--- config.mk ---
export PLATFORM = sky130hd
export DESIGN_NAME = sisu_top
export DESIGN_NICKNAME = d
export VERILOG_FILES = /design/src/logic/sisu_pkg.sv /design/src/logic/sisu_fifo_mem.sv /design/src/logic/sisu_top.sv
export VERILOG_INCLUDE_DIRS = /design/src /design/src/logic
export SDC_FILE = /design/constraint.sdc
export NUM_CORES = 2
export LEC_CHECK = 0
export ABC_AREA = 0
export BUFFER_PORTS_ARGS = -buffer_cell sky130_fd_sc_hd__buf_2
export CORE_UTILIZATION = 45
export CTS_BUF_LIST = sky130_fd_sc_hd__clkbuf_4 sky130_fd_sc_hd__clkbuf_8
export DETAILED_ROUTE_END_ITERATION = 8
export PLACE_DENSITY_LB_ADDON = 0.3
export SYNTH_ARGS = -nofsm -noshare
export SYNTH_HDL_FRONTEND = slang
export SYNTH_SLANG_ARGS = --single-unit
--- constraint.sdc ---
create_clock -name CLK_I -period 6.3 [get_ports CLK_I]
set_input_delay 0 -clock CLK_I [delete_from_list [all_inputs] [get_ports CLK_I]]
set_output_delay 0 -clock CLK_I [all_outputs]
set_load 0.005 [all_outputs]
--- src/logic/sisu_regs.svh ---
// Register offsets, field positions, reset values and sizes of the sensor interrupt status unit
//
// Operation
// - Flush write empties FIFO, clears count, flags
// - Reading empty FIFO sets underflow bit 14
// - Full FIFO drops byte, sets overflow bit 13
// - Byte count readable in bits 10 to 0
// - FIFO write above limit sets level bit 15
// - Autoclear clears level flag on data read
// - Slot update sets its new-data flag bit
// - Slot autoclear clears flag on slot read
// - Writing one clears flag, zero keeps it
// - Level 0 criterion sets flag at 0x0002
// - Level 1 criterion sets flag at 0x0003
// - Channel 1 ceiling sets flag at 0x0004
// - Bit n is slot n; 15..12 read zero
// - Autoclear enables, FIFO bit 15, reset to one
// - Enable bits gate flags onto interrupt X
`ifndef SISU_REGS_SVH
`define SISU_REGS_SVH

// Register offsets
`define SISU_OFS_FIFO_STATE   8'h00
`define SISU_OFS_DATA_READY   8'h01
`define SISU_OFS_LEVEL_ZERO   8'h02
`define SISU_OFS_LEVEL_ONE    8'h03
`define SISU_OFS_CH1_CEILING  8'h04
`define SISU_OFS_AUTOCLEAR    8'h07
`define SISU_OFS_IRQ_X_EN     8'h14
`define SISU_OFS_LEVEL_LIMIT  8'h40
`define SISU_OFS_FIFO_DATA    8'h41

// Field positions
`define SISU_BIT_FLUSH        15
`define SISU_BIT_UFLOW        14
`define SISU_BIT_OFLOW        13
`define SISU_BIT_LEVEL        15
`define SISU_BIT_ACLR_FIFO    15
`define SISU_BIT_EN_LEVEL     15
`define SISU_BIT_EN_UFLOW     14
`define SISU_BIT_EN_OFLOW     13
`define SISU_COUNT_MSB        10
`define SISU_SLOT_MSB         11

// Reset values and writable masks
`define SISU_ACLR_RST         16'h8fff
`define SISU_ACLR_MASK        16'h8fff
`define SISU_IRQ_EN_RST       16'h0000
`define SISU_IRQ_EN_MASK      16'hefff
`define SISU_LIMIT_RST        11'h000

// FIFO size in bytes
`define SISU_FIFO_DEPTH       11'h200

`endif

--- src/logic/sisu_pkg.sv ---
// Types shared by the sensor interrupt status unit
package sisu_pkg;

  // Per-slot events raised by the data path during a data register update
  typedef struct packed {
    logic [11:0] upd;   // Slot data registers updated
    logic [11:0] lev0;  // Level 0 criterion met at this update
    logic [11:0] lev1;  // Level 1 criterion met at this update
    logic [11:0] ceil;  // Channel 1 result above ceiling at this update
  } sisu_slot_evt_t;

  // Kind of register read waiting for its answer
  typedef enum logic [1:0] {
    SISU_RD_IDLE = 2'b00,
    SISU_RD_REG  = 2'b01,
    SISU_RD_FIFO = 2'b11
  } sisu_rd_kind_t;

endpackage

--- src/logic/sisu_fifo_mem.sv ---
// Byte storage of the sample FIFO with registered read data
`timescale 1ns/100ps
module sisu_fifo_mem (
  input  wire logic       clk_i,
  input  wire logic       rst_n_i,
  input  wire logic       ce_i,
  input  wire logic       wr_en_i,
  input  wire logic [8:0] wr_addr_i,
  input  wire logic [7:0] wr_data_i,
  input  wire logic       rd_en_i,
  input  wire logic [8:0] rd_addr_i,
  output logic      [7:0] rd_data_o
);

  logic [7:0] mem [0:511]; // Storage array, no reset so it maps onto RAM

  // Write port
  always_ff @(posedge clk_i) begin
    if (ce_i && wr_en_i) begin
      mem[wr_addr_i] <= wr_data_i;
    end
  end

  // Read port; data holds between reads
  always_ff @(posedge clk_i or negedge rst_n_i) begin
    if (!rst_n_i) begin
      rd_data_o <= 8'h00;
    end else if (ce_i && rd_en_i) begin
      rd_data_o <= mem[rd_addr_i];
    end
  end

endmodule

--- src/logic/sisu_top.sv ---
// Interrupt status unit: FIFO status flags, per-slot flags, autoclear and interrupt X
`timescale 1ns/100ps
`include "sisu_regs.svh"
module sisu_top (
  input  wire logic                     CLK_I,
  input  wire logic                     RESET_N_I,
  input  wire logic                     CE_I,
  input  wire logic [7:0]               REG_ADDR_I,
  input  wire logic                     REG_WR_I,
  input  wire logic                     REG_RD_I,
  input  wire logic [15:0]              REG_WDATA_I,
  output logic      [15:0]              REG_RDATA_O,
  output logic                          REG_RVALID_O,
  input  wire logic                     FIFO_WR_I,
  input  wire logic [7:0]               FIFO_WDATA_I,
  input  wire sisu_pkg::sisu_slot_evt_t SLOT_EVT_I,
  input  wire logic [11:0]              SLOT_RD_I,
  output logic                          IRQ_X_O
);

  // Register state
  logic [10:0]                   count_q;       // Bytes held in the FIFO
  logic [8:0]                    wr_ptr_q;      // Next byte slot to fill
  logic [8:0]                    rd_ptr_q;      // Next byte slot to drain
  logic                          uflow_q;       // fifo_empty_read_error
  logic                          oflow_q;       // fifo_full_drop_error
  logic                          level_q;       // fifo_level_flag
  logic [11:0]                   ready_q;       // New-data flags, slot A at bit 0
  logic [11:0]                   lev0_q;        // slot_level0_flag per slot
  logic [11:0]                   lev1_q;        // slot_level1_flag per slot
  logic [11:0]                   ceil_q;        // slot_ch1_ceiling_flag per slot
  logic [15:0]                   aclr_q;        // Autoclear enables
  logic [15:0]                   irq_en_q;      // Interrupt X enables
  logic [10:0]                   limit_q;       // fifo_level_limit
  sisu_pkg::sisu_rd_kind_t       rd_kind_q;     // Read waiting for its answer
  logic [15:0]                   rd_hold_q;     // Register value captured at the read

  // Decoded strobes
  logic                          wr_fifo_state; // Write to fifo_state
  logic                          wr_ready;      // Write to data_ready_flags
  logic                          wr_lev0;       // Write to level_zero_flags
  logic                          wr_lev1;       // Write to level_one_flags
  logic                          wr_ceil;       // Write to ch1_ceiling_flags
  logic                          wr_aclr;       // Write to autoclear register
  logic                          wr_irq_en;     // Write to interrupt X enables
  logic                          wr_limit;      // Write to level limit
  logic                          rd_any;        // Any register read taken
  logic                          rd_fifo;       // Read of the FIFO data register
  logic                          flush;         // Flush request this cycle
  logic                          fifo_empty;    // No bytes held
  logic                          fifo_full;     // No free byte
  logic                          push;          // Byte accepted into the FIFO
  logic                          pop;           // Byte taken out of the FIFO
  logic [10:0]                   count_d;       // Next byte count
  logic [7:0]                    mem_rdata;     // Byte read out of storage
  logic [15:0]                   rd_value;      // Value of the addressed register
  logic [11:0]                   slot_aclr;     // Slot flags cleared by a data read
  logic [11:0]                   slot_mask;     // Writable slot bit lanes

  assign slot_mask = 12'hfff;

  // Register decode; every access is frozen while the clock enable is low
  assign wr_fifo_state = CE_I && REG_WR_I && (REG_ADDR_I == `SISU_OFS_FIFO_STATE);
  assign wr_ready      = CE_I && REG_WR_I && (REG_ADDR_I == `SISU_OFS_DATA_READY);
  assign wr_lev0       = CE_I && REG_WR_I && (REG_ADDR_I == `SISU_OFS_LEVEL_ZERO);
  assign wr_lev1       = CE_I && REG_WR_I && (REG_ADDR_I == `SISU_OFS_LEVEL_ONE);
  assign wr_ceil       = CE_I && REG_WR_I && (REG_ADDR_I == `SISU_OFS_CH1_CEILING);
  assign wr_aclr       = CE_I && REG_WR_I && (REG_ADDR_I == `SISU_OFS_AUTOCLEAR);
  assign wr_irq_en     = CE_I && REG_WR_I && (REG_ADDR_I == `SISU_OFS_IRQ_X_EN);
  assign wr_limit      = CE_I && REG_WR_I && (REG_ADDR_I == `SISU_OFS_LEVEL_LIMIT);
  assign rd_any        = CE_I && REG_RD_I;
  assign rd_fifo       = rd_any && (REG_ADDR_I == `SISU_OFS_FIFO_DATA);

  // Flush is a write of one to the flush bit
  assign flush = wr_fifo_state && REG_WDATA_I[`SISU_BIT_FLUSH];

  // FIFO occupancy
  assign fifo_empty = (count_q == 11'h000);
  assign fifo_full  = (count_q == `SISU_FIFO_DEPTH);

  // A byte arriving at a full FIFO is dropped; a flush also drops it
  assign push = CE_I && FIFO_WR_I && !fifo_full && !flush;
  // Reads of an empty FIFO take nothing out; host keeps reads and flush apart
  assign pop  = rd_fifo && !fifo_empty;

  // Next count; flush wins over any traffic in the same cycle
  always_comb begin
    if (flush) begin
      count_d = 11'h000;
    end else begin
      count_d = count_q + {10'h000, push} - {10'h000, pop};
    end
  end

  // Byte count and pointers
  always_ff @(posedge CLK_I or negedge RESET_N_I) begin
    if (!RESET_N_I) begin
      count_q  <= 11'h000;
      wr_ptr_q <= 9'h000;
      rd_ptr_q <= 9'h000;
    end else if (CE_I) begin
      count_q <= count_d;
      if (flush) begin
        // Emptying by pointer reset; stored bytes are simply abandoned
        wr_ptr_q <= 9'h000;
        rd_ptr_q <= 9'h000;
      end else begin
        wr_ptr_q <= wr_ptr_q + {8'h00, push};
        rd_ptr_q <= rd_ptr_q + {8'h00, pop};
      end
    end
  end

  // FIFO byte storage
  sisu_fifo_mem u_mem (
    .clk_i     (CLK_I),
    .rst_n_i   (RESET_N_I),
    .ce_i      (CE_I),
    .wr_en_i   (push),
    .wr_addr_i (wr_ptr_q),
    .wr_data_i (FIFO_WDATA_I),
    .rd_en_i   (pop),
    .rd_addr_i (rd_ptr_q),
    .rd_data_o (mem_rdata)
  );

  // Underflow flag; a new error beats a clear in the same cycle
  always_ff @(posedge CLK_I or negedge RESET_N_I) begin
    if (!RESET_N_I) begin
      uflow_q <= 1'b0;
    end else if (CE_I) begin
      if (rd_fifo && fifo_empty) begin
        uflow_q <= 1'b1;
      end else if (flush || (wr_fifo_state && REG_WDATA_I[`SISU_BIT_UFLOW])) begin
        uflow_q <= 1'b0;
      end
    end
  end

  // Overflow flag; a byte dropped at a full FIFO beats a clear in the same cycle
  always_ff @(posedge CLK_I or negedge RESET_N_I) begin
    if (!RESET_N_I) begin
      oflow_q <= 1'b0;
    end else if (CE_I) begin
      if (FIFO_WR_I && fifo_full) begin
        oflow_q <= 1'b1;
      end else if (flush || (wr_fifo_state && REG_WDATA_I[`SISU_BIT_OFLOW])) begin
        oflow_q <= 1'b0;
      end
    end
  end

  // Fill-level flag: set by a write that leaves more bytes than the limit
  always_ff @(posedge CLK_I or negedge RESET_N_I) begin
    if (!RESET_N_I) begin
      level_q <= 1'b0;
    end else if (CE_I) begin
      if (push && (count_d > limit_q)) begin
        level_q <= 1'b1;
      end else if (flush || (wr_ready && REG_WDATA_I[`SISU_BIT_LEVEL])) begin
        level_q <= 1'b0;
      end else if (rd_fifo && aclr_q[`SISU_BIT_ACLR_FIFO]) begin
        level_q <= 1'b0;
      end
    end
  end

  // Slot data reads clear new-data flags only where autoclear is on
  assign slot_aclr = CE_I ? (SLOT_RD_I & aclr_q[`SISU_SLOT_MSB:0]) : 12'h000;

  // New-data flags; the update term is ORed last so a set always wins
  always_ff @(posedge CLK_I or negedge RESET_N_I) begin
    if (!RESET_N_I) begin
      ready_q <= 12'h000;
    end else if (CE_I) begin
      ready_q <= (ready_q & ~((wr_ready ? REG_WDATA_I[`SISU_SLOT_MSB:0] : 12'h000) | slot_aclr))
                 | SLOT_EVT_I.upd;
    end
  end

  // Level 0 flags, set only during a slot update that meets the criterion
  always_ff @(posedge CLK_I or negedge RESET_N_I) begin
    if (!RESET_N_I) begin
      lev0_q <= 12'h000;
    end else if (CE_I) begin
      lev0_q <= (lev0_q & ~(wr_lev0 ? REG_WDATA_I[`SISU_SLOT_MSB:0] : 12'h000))
                | (SLOT_EVT_I.upd & SLOT_EVT_I.lev0);
    end
  end

  // Level 1 flags
  always_ff @(posedge CLK_I or negedge RESET_N_I) begin
    if (!RESET_N_I) begin
      lev1_q <= 12'h000;
    end else if (CE_I) begin
      lev1_q <= (lev1_q & ~(wr_lev1 ? REG_WDATA_I[`SISU_SLOT_MSB:0] : 12'h000))
                | (SLOT_EVT_I.upd & SLOT_EVT_I.lev1);
    end
  end

  // Channel 1 ceiling flags
  always_ff @(posedge CLK_I or negedge RESET_N_I) begin
    if (!RESET_N_I) begin
      ceil_q <= 12'h000;
    end else if (CE_I) begin
      ceil_q <= (ceil_q & ~(wr_ceil ? REG_WDATA_I[`SISU_SLOT_MSB:0] : 12'h000))
                | (SLOT_EVT_I.upd & SLOT_EVT_I.ceil);
    end
  end

  // Autoclear enables start on so flags drain with plain data reads
  always_ff @(posedge CLK_I or negedge RESET_N_I) begin
    if (!RESET_N_I) begin
      aclr_q <= `SISU_ACLR_RST;
    end else if (wr_aclr) begin
      aclr_q <= REG_WDATA_I & `SISU_ACLR_MASK;
    end
  end

  // Interrupt X enables
  always_ff @(posedge CLK_I or negedge RESET_N_I) begin
    if (!RESET_N_I) begin
      irq_en_q <= `SISU_IRQ_EN_RST;
    end else if (wr_irq_en) begin
      irq_en_q <= REG_WDATA_I & `SISU_IRQ_EN_MASK;
    end
  end

  // Fill-level limit
  always_ff @(posedge CLK_I or negedge RESET_N_I) begin
    if (!RESET_N_I) begin
      limit_q <= `SISU_LIMIT_RST;
    end else if (wr_limit) begin
      limit_q <= REG_WDATA_I[10:0];
    end
  end

  // Interrupt X: any enabled status flag holds it high
  always_ff @(posedge CLK_I or negedge RESET_N_I) begin
    if (!RESET_N_I) begin
      IRQ_X_O <= 1'b0;
    end else if (CE_I) begin
      IRQ_X_O <= (level_q && irq_en_q[`SISU_BIT_EN_LEVEL])
                 || (uflow_q && irq_en_q[`SISU_BIT_EN_UFLOW])
                 || (oflow_q && irq_en_q[`SISU_BIT_EN_OFLOW])
                 || |(ready_q & irq_en_q[`SISU_SLOT_MSB:0]);
    end
  end

  // Read value; reserved bits and unmapped offsets read as zero
  always_comb begin
    rd_value = 16'h0000;
    case (REG_ADDR_I)
      `SISU_OFS_FIFO_STATE: begin
        // Flush bit always reads back as zero
        rd_value[`SISU_BIT_UFLOW]       = uflow_q;
        rd_value[`SISU_BIT_OFLOW]       = oflow_q;
        rd_value[`SISU_COUNT_MSB:0]     = count_q;
      end
      `SISU_OFS_DATA_READY: begin
        rd_value[`SISU_BIT_LEVEL]       = level_q;
        rd_value[`SISU_SLOT_MSB:0]      = ready_q & slot_mask;
      end
      `SISU_OFS_LEVEL_ZERO: begin
        rd_value[`SISU_SLOT_MSB:0]      = lev0_q;
      end
      `SISU_OFS_LEVEL_ONE: begin
        rd_value[`SISU_SLOT_MSB:0]      = lev1_q;
      end
      `SISU_OFS_CH1_CEILING: begin
        rd_value[`SISU_SLOT_MSB:0]      = ceil_q;
      end
      `SISU_OFS_AUTOCLEAR: begin
        rd_value = aclr_q;
      end
      `SISU_OFS_IRQ_X_EN: begin
        rd_value = irq_en_q;
      end
      `SISU_OFS_LEVEL_LIMIT: begin
        rd_value[10:0] = limit_q;
      end
      default: begin
        rd_value = 16'h0000;
      end
    endcase
  end

  // First read stage: capture the value and the kind of read
  always_ff @(posedge CLK_I or negedge RESET_N_I) begin
    if (!RESET_N_I) begin
      rd_kind_q <= sisu_pkg::SISU_RD_IDLE;
      rd_hold_q <= 16'h0000;
    end else if (CE_I) begin
      rd_hold_q <= rd_value;
      if (rd_fifo && !fifo_empty) begin
        rd_kind_q <= sisu_pkg::SISU_RD_FIFO;
      end else if (rd_any) begin
        rd_kind_q <= sisu_pkg::SISU_RD_REG;
      end else begin
        rd_kind_q <= sisu_pkg::SISU_RD_IDLE;
      end
    end
  end

  // Second read stage; every read answers two edges after it is taken,
  // which lets the storage read data settle without a combinational path
  always_ff @(posedge CLK_I or negedge RESET_N_I) begin
    if (!RESET_N_I) begin
      REG_RDATA_O  <= 16'h0000;
      REG_RVALID_O <= 1'b0;
    end else if (CE_I) begin
      case (rd_kind_q)
        sisu_pkg::SISU_RD_FIFO: begin
          REG_RDATA_O  <= {8'h00, mem_rdata};
          REG_RVALID_O <= 1'b1;
        end
        sisu_pkg::SISU_RD_REG: begin
          REG_RDATA_O  <= rd_hold_q;
          REG_RVALID_O <= 1'b1;
        end
        default: begin
          REG_RVALID_O <= 1'b0;
        end
      endcase
    end
  end

endmodule

; ---- After elaboration in Yosys (flattened, before gate mapping)
; Memories as Yosys holds them, arrays and structs flattened. A register that Yosys moved wholly into a read port is not among the register bits.
; Index checks and enable logic that the tools add are counted.
; Widths: inputs -> output; s select.
[classes]
n_reduce_logical = 50
shift = 0
n_eq_ne = 11
n_mul = 0
n_mux = 25
addsub = 4
div = 0
magnitude_cmp = 1
bitwise_logic = 18
[ops]
columns = op, n
row1 = $and 12x12->12, 9
row2 = $pmux 11 s8, 1
row3 = $mux 12, 5
row4 = $or 12x12->12, 5
row5 = $not 12->12, 4
row6 = $pmux 16 s2, 1
row7 = $logic_and 1x1->1, 28
row8 = $add 9x1->9, 2
row9 = $mux 9, 2
row10 = $eq 8x2->1 const B, 2
row11 = $eq 8x3->1 const B, 2
row12 = $eq 8x7->1 const B, 2
row13 = $reduce_or 12->1, 1
row14 = $add 11x1->11, 1
row15 = $eq 11x10->1 const B, 1
row16 = $gt 11x11->1, 1
row17 = $logic_not 11->1, 1
row18 = $mux 1, 11
row19 = $mux 11, 1
row20 = $sub 11x1->11, 1
row21 = $eq 8x1->1 const B, 1
row22 = $eq 8x5->1 const B, 1
row23 = $logic_not 8->1, 1
row24 = $reduce_and 2->1, 4
row25 = other kinds (11), 21
[word_totals]
romBits = 0
ff_bits = 154
latchBits = 0
n_memories = 1
inputBits = 98
out_inout_bits = 18
mem_bits_rw = 4096
[mem_list]
columns = memory, depth, word_bits, rd, rd_clocked_by_memory_dff, wr, line_no
row1 = u_mem.mem, 512, 8, 1, 1, 1, sisu_fifo_mem.sv:15  ; logic [7:0] mem [0:511];

; ---- Logic depth before layout (Yosys ltp)
[depth]
ltp_word = 12
mapped_depth = 25
depth_no_buf = 25

; ---- Hierarchy
; A second synthesis with hierarchy kept.
[hier_totals]
cells_unflattened = 8195
area_unflattened_um2 = 167222.9
[by_module_without_submodules]
columns = module, cells_each, area_each_um2, seq_area_each_um2, instances
row1 = sisu_fifo_mem, 7415, 158993.7, 123198.2, 1
row2 = sisu_top, 780, 8229.1, 3844.9, 1

; ---- Least setup slack after synthesis
; No wires, ideal clock.
[synth_path]
path_type = register to register
startpoint = register count_q[4]
endpoint = register level_q
period_less_slack_ns = 4.620
setup_ns = 0.120
stages_incl_launch_ff = 26
required_ns = 6.180
arrival_time_ns = 4.500
path_buffers = 1
path_slack_ns = 1.680
path_cell_list = dfrtp_1 inv_1 ha_1 nand4bb_1 nand4bb_1 nand2_1 inv_1 clkbuf_1 ha_1 inv_1 ha_1 fa_1 a21oi_1 o21bai_1 a21oi_1 o21ai_0 and3_1 nor3_1 nand2_1 nor3b_1 ha_1 nand4_1 nor3_1 nor3_1 a32o_1 a31o_2
[synth_rtl]
columns = item, line_no
row1 = from (decl), sisu_top.sv:22  ; logic [10:0] count_q;
row2 = from (signal assigned), sisu_top.sv:102  ; count_q <= count_d;
row3 = $logic_not 11->1 *, sisu_top.sv:78  ; assign fifo_empty = (count_q == 11'h000);
row4 = $logic_not 1->1 *, sisu_top.sv:84  ; assign pop = rd_fifo && !fifo_empty;
row5 = $logic_and 1x1->1 *, sisu_top.sv:84
row6 = named net pop, sisu_top.sv:53  ; logic pop;
row7 = $sub 11x1->11 *, sisu_top.sv:91  ; count_d = count_q + {10'h000, push} - {10'h000, pop};
row8 = $mux 11 *, sisu_top.sv:88  ; if (flush) begin
row9 = named net count_d[10], sisu_top.sv:54  ; logic [10:0] count_d;
row10 = $gt 11x11->1 *, sisu_top.sv:158  ; if (push && (count_d > limit_q)) begin
row11 = $logic_and 1x1->1 *, sisu_top.sv:158
row12 = $reduce_bool 3->1 (no source line), -
row13 = $reduce_and 2->1 (no source line), -
row14 = to (signal assigned), sisu_top.sv:159  ; level_q <= 1'b1;
row15 = to (signal assigned), sisu_top.sv:161  ; level_q <= 1'b0;
row16 = to (signal assigned), sisu_top.sv:163  ; level_q <= 1'b0;
row17 = to (decl), sisu_top.sv:27  ; logic level_q;
; The timed path passes the listed nets; every way through them passes the cells marked *.
; A chain may end at the register's enable or synchronous reset.

; ---- Worst setup path in the final report
[layout_path]
startpoint = input port REG_ADDR_I[3]
endpoint = register level_q
[layout_between]
elab_chain_len = 12
[layout_rtl]
columns = item, line_no
row1 = from (decl), sisu_top.sv:8  ; input wire logic [7:0] REG_ADDR_I,
row2 = $logic_not 8->1, -
row3 = $logic_and 1x1->1, sisu_top.sv:63  ; assign wr_fifo_state = CE_I && REG_WR_I && (REG_ADDR_I == `SISU_OFS_FIFO_STATE);
row4 = $logic_and 1x1->1, sisu_top.sv:75  ; assign flush = wr_fifo_state && REG_WDATA_I[`SISU_BIT_FLUSH];
row5 = $logic_not 1->1, sisu_top.sv:82  ; assign push = CE_I && FIFO_WR_I && !fifo_full && !flush;
row6 = $logic_and 1x1->1, sisu_top.sv:82
row7 = $add 11x1->11, sisu_top.sv:91
row8 = $sub 11x1->11, sisu_top.sv:91
row9 = $mux 11 *, sisu_top.sv:88
row10 = named net count_d[10], sisu_top.sv:54
row11 = $gt 11x11->1 *, sisu_top.sv:158
row12 = $logic_and 1x1->1 *, sisu_top.sv:158
row13 = $reduce_bool 3->1 (no source line), -
row14 = $reduce_and 2->1 (no source line), -
; Marked as above.

==> impl_metrics.json <==
{
  "run_status": "finished, violations left",
  "violated_checks": "design-rule violations",
  "synthDistinctLibCells": 77,
  "post_detailed_route_via_to_cell_ratio": 6.18,
  "chipWidth_um": 609,
  "final_count_of_negative_setup_slack_endpoints": 0,
  "synth_largest_type_area_fraction_pct": 74.2,
  "hold-path-cell-count": 4,
  "effective_utilization_at_floorplan_pct": 45.3,
  "synth-edff-count": 4096,
  "wirelength_mm": 456,
  "wire_per_inst_um": 32.5,
  "cellLeakagePower_nw": 57.4,
  "yosysSeqAreaShare_pct": 76.6,
  "design.die.area_mm2": 0.371,
  "p_sw_w": 0.0138,
  "cts_tree": "yes",
  "finalNonFillerCells": 14029,
  "syn-instance-count": 7922,
  "final_cell_area_mm2": 0.188,
  "crit_arrival_ns": 6.91,
  "nets": 8815,
  "io_pins": 116,
  "critPathMaxFanout": 6,
  "cap_viol_max_count": 0,
  "min_period_over_period_pct": 92.5,
  "drive_above_1_share_pct": 27.4,
  "ys_seq_elements": 4257,
  "cts.sinks": 4257,
  "grt_pass1_vias": 87417,
  "dp.cells": 12581,
  "share_comb_of_total_power_pct": 8.4,
  "maxSlewViolCount": 0,
  "grt_start_max_net_pins": 217,
  "clock_tree.root_cell": "clkbuf_8",
  "required_time_reported_for_the_critical_path_endpoint_ns": 7.39,
  "most_area_consuming_cells_after_synthesis": "edfxtp_1 74%, mux4_2 14%, dfrtp_1 2.2%",
  "synth_top_flop_cell": "edfxtp_1",
  "first_pass_iters": 9,
  "gpl.final_weighted_congestion": 0.861,
  "h-tree-depth": 6,
  "setup.worst_path.end_class": "flop",
  "drc_violation_count_after_routing": 3,
  "synth_warnings": 0,
  "cpPeakStageDelay_ns": 0.63,
  "ff2ff_setup_slack_ns": 0.74,
  "hpwlAfterDp_mm": 263,
  "design.core.area_mm2": 0.366,
  "finalWorstPathRequiredPeriod_ns": 5.83,
  "clkTransAtPathRegs_ns": 0.07,
  "clock.fmax_ghz": 0.172,
  "final.setup_skew_ns": 0.0726,
  "rsz0062_at_grt": "no",
  "syn_area_mm2": 0.166,
  "worst_setup_sp_type": "input pin",
  "power_density_mw_per_mm2": 313,
  "synth_async_sr_flop_share_pct": 3.78,
  "vertical_die_dimension_um": 609,
  "max_slew_margin_pct": 11.2,
  "r2r_cells": 27,
  "tritoncts.num_buffers": 665,
  "ctsLongestPathBuffers": 4,
  "critical-path-slowest-cell": "dlygate4sd3_1",
  "antenna_found_initial": 18,
  "synth.net_count": 8052,
  "clockPowerShare_pct": 38.5,
  "power.ir.vdd_worst_v": 0.000225,
  "antenna_violating_nets_post_route": 0,
  "final-hold-violation-count": 0,
  "area.growth.synth_to_final_pct": 13.5,
  "worst-setup-path-type": "input pin to flop",
  "overflow_after_grt": 0,
  "largest_area_contributor_in_the_synthesized_netlist": "edfxtp_1",
  "worst_skew_pair.late_latency_ns": 1.23,
  "synth_area_per_cell_um2": 20.9,
  "sequentialPowerShare_pct": 53.2,
  "postPlaceCellArea_mm2": 0.173,
  "filler_cell_count": 28557,
  "grt_pass1_wl_mm": 645,
  "worst-slew-pin-transition_ns": 1.33,
  "dr_total_vias": 86679,
  "switching_share_pct": 23.4,
  "setup_tns_ns": 0,
  "internal_power_w": 0.0451,
  "grt_util_all_layers_pct": 24.2,
  "port_buffers": 113,
  "drt-initial-drc-count": 11557,
  "rows": 222,
  "cts.repair_timing.setup_buffer_count": 0,
  "hp-class": "input pin to flop"
}
-- layout make-up --
class	instances	area (µm²)	area share [%]
clock inverters	269	1590	0.844
repair buffers	604	5850	3.11
multi-input cells	3123	36200	19.3
clock buffers	917	11200	5.95
inverters	34	136	0.0725
diodes	9	22.5	0.0120
flip-flops and latches	4257	127000	67.6
well taps	4816	6030	3.20
-- critical path, delay by kind of cell --
family          cells  cell delay [ns]
compound gates      7             1.59
fa+ha+maj           4             1.24
buf+inv             8             2.35
simple gates       11             1.73
-- synthesized netlist by cell type, types with 7 or more instances --
cell type and instances:
a2111oi_0 9, a211o_1 7, a211oi_1 27, a21oi_1 104, a221oi_1 94, a222oi_1 12
a22o_1 85, a22oi_1 162, a31oi_1 17, a32o_1 49, and2_1 9, and3_1 13
buf_1 37, buf_2 115, buf_4 62, buf_6 31, clkbuf_1 258, dfrtp_1 148
dfstp_2 13, edfxtp_1 4096, ha_1 31, inv_1 33, mux2_2 57, mux2i_1 159
mux4_2 1013, nand2_1 228, nand2b_1 9, nand3_1 66, nand4_1 22, nor2_1 589
nor2b_1 13, nor3_1 35, nor3b_1 11, nor4_1 11, o21ai_0 77, o221ai_1 26
o22ai_1 70, o2bb2ai_1 12, xnor2_1 13, xor2_1 8
-- routing by layer --
metal | part of all wire [%] | global-route usage, % | routed length, µm
met1 | 38 | 32.8 | 175000
met2 | 48 | 38.4 | 218000
met3 | 9.7 | 5.06 | 44100
met4 | 4.2 | 9.69 | 19300
met5 | 0.019 | 0 | 88
-- registers in the layout (all words and copies together) (netlist names), 2 cells and up --
signal / flops
u_mem.rd_data_o: 8
ceil_q: 12
limit_q: 11
lev0_q: 12
lev1_q: 12
count_q: 11
ready_q: 12
REG_RDATA_O: 15
rd_hold_q: 15
rd_kind_q: 2
aclr_q: 13
rd_ptr_q: 9
irq_en_q: 15
u_mem.mem: 4096
wr_ptr_q: 9
-- per-stage QoR --
step | power, W | setup slack, ns | util [%] | hold slack, ns
after floorplan | 0.0349 | 1.68 | - | -0.296
after global placement | 0.0366 | 0.526 | 47.2 | 0.156
after detailed placement | 0.0367 | 0.850 | 47.2 | 0.165
after CTS | 0.0592 | 0.773 | 51.4 | 0.0133
after global routing | 0.0605 | 0.174 | 51.4 | 0.161
final | 0.0589 | 0.474 | 51.4 | 0.182
-- cell usage in the layout, fill, tap and decap left out, types with 49 or more instances in the layout --
master / Yosys / final
nor2_1: 589 / 585
clkbuf_8: 0 / 688
a32o_1: 49 / 49
o21ai_0: 77 / 77
mux4_2: 1013 / 1013
clkinv_2: 0 / 56
clkbuf_4: 0 / 229
a22o_1: 85 / 85
buf_2: 115 / 104
edfxtp_1: 4096 / 4096
o22ai_1: 70 / 70
buf_12: 2 / 59
a21oi_1: 104 / 104
clkinv_1: 1 / 164
dfrtp_1: 148 / 142
a22oi_1: 162 / 162
a221oi_1: 94 / 94
nand3_1: 66 / 62
mux2_2: 57 / 57
mux2i_1: 159 / 159
buf_4: 62 / 180
dlygate4sd3_1: 0 / 244
nand2_1: 228 / 214
-- power groups by stage --
stage	registers (W)	clock network [W]	logic (W)
after floorplan	0.0318	0	0.00312
after global placement	0.0319	0	0.00474
after detailed placement	0.0319	0	0.00480
after CTS	0.0313	0.0229	0.00494
after global routing	0.0313	0.0240	0.00522
final	0.0313	0.0227	0.00492
-- logic make-up (layout without fill, tap and decap cells) --
family                   count (synthesis)  in the layout  synth area share (%)
flip-flops                            4257           4257                  76.6
AO/OA/AOI/OAI                          812            812                  3.65
multiplexers                          1229           1229                  15.1
AND/OR/NAND/NOR                       1028           1028                  2.61
buffers and inverters                  542           1824                  1.63
adder cells (fa/ha/maj)                 32             32                 0.246
other                                    1             10               0.00226
XOR/XNOR                                21             21                 0.111
-- path summary, 6_finish.rpt --
kind,from,end
setup / recovery,REG_ADDR_I[3],level_q
min in group asynchronous,RESET_N_I,lev0_q[1]
hold reg to reg,REG_RDATA_O[10],REG_RDATA_O[10]
hold / removal,SLOT_EVT_I[37],ceil_q[1]
max in group asynchronous,RESET_N_I,rd_ptr_q[2]
setup reg to reg,count_q[4],level_q
-- repair_timing --
item                                    CTS  global route
gates resized for setup                   0             1
endpoints found under the hold margin  4288             0
setup endpoints to repair                 0             1
hold buffers                            252             0
Note: power is estimated with default switching activity, not from simulation.
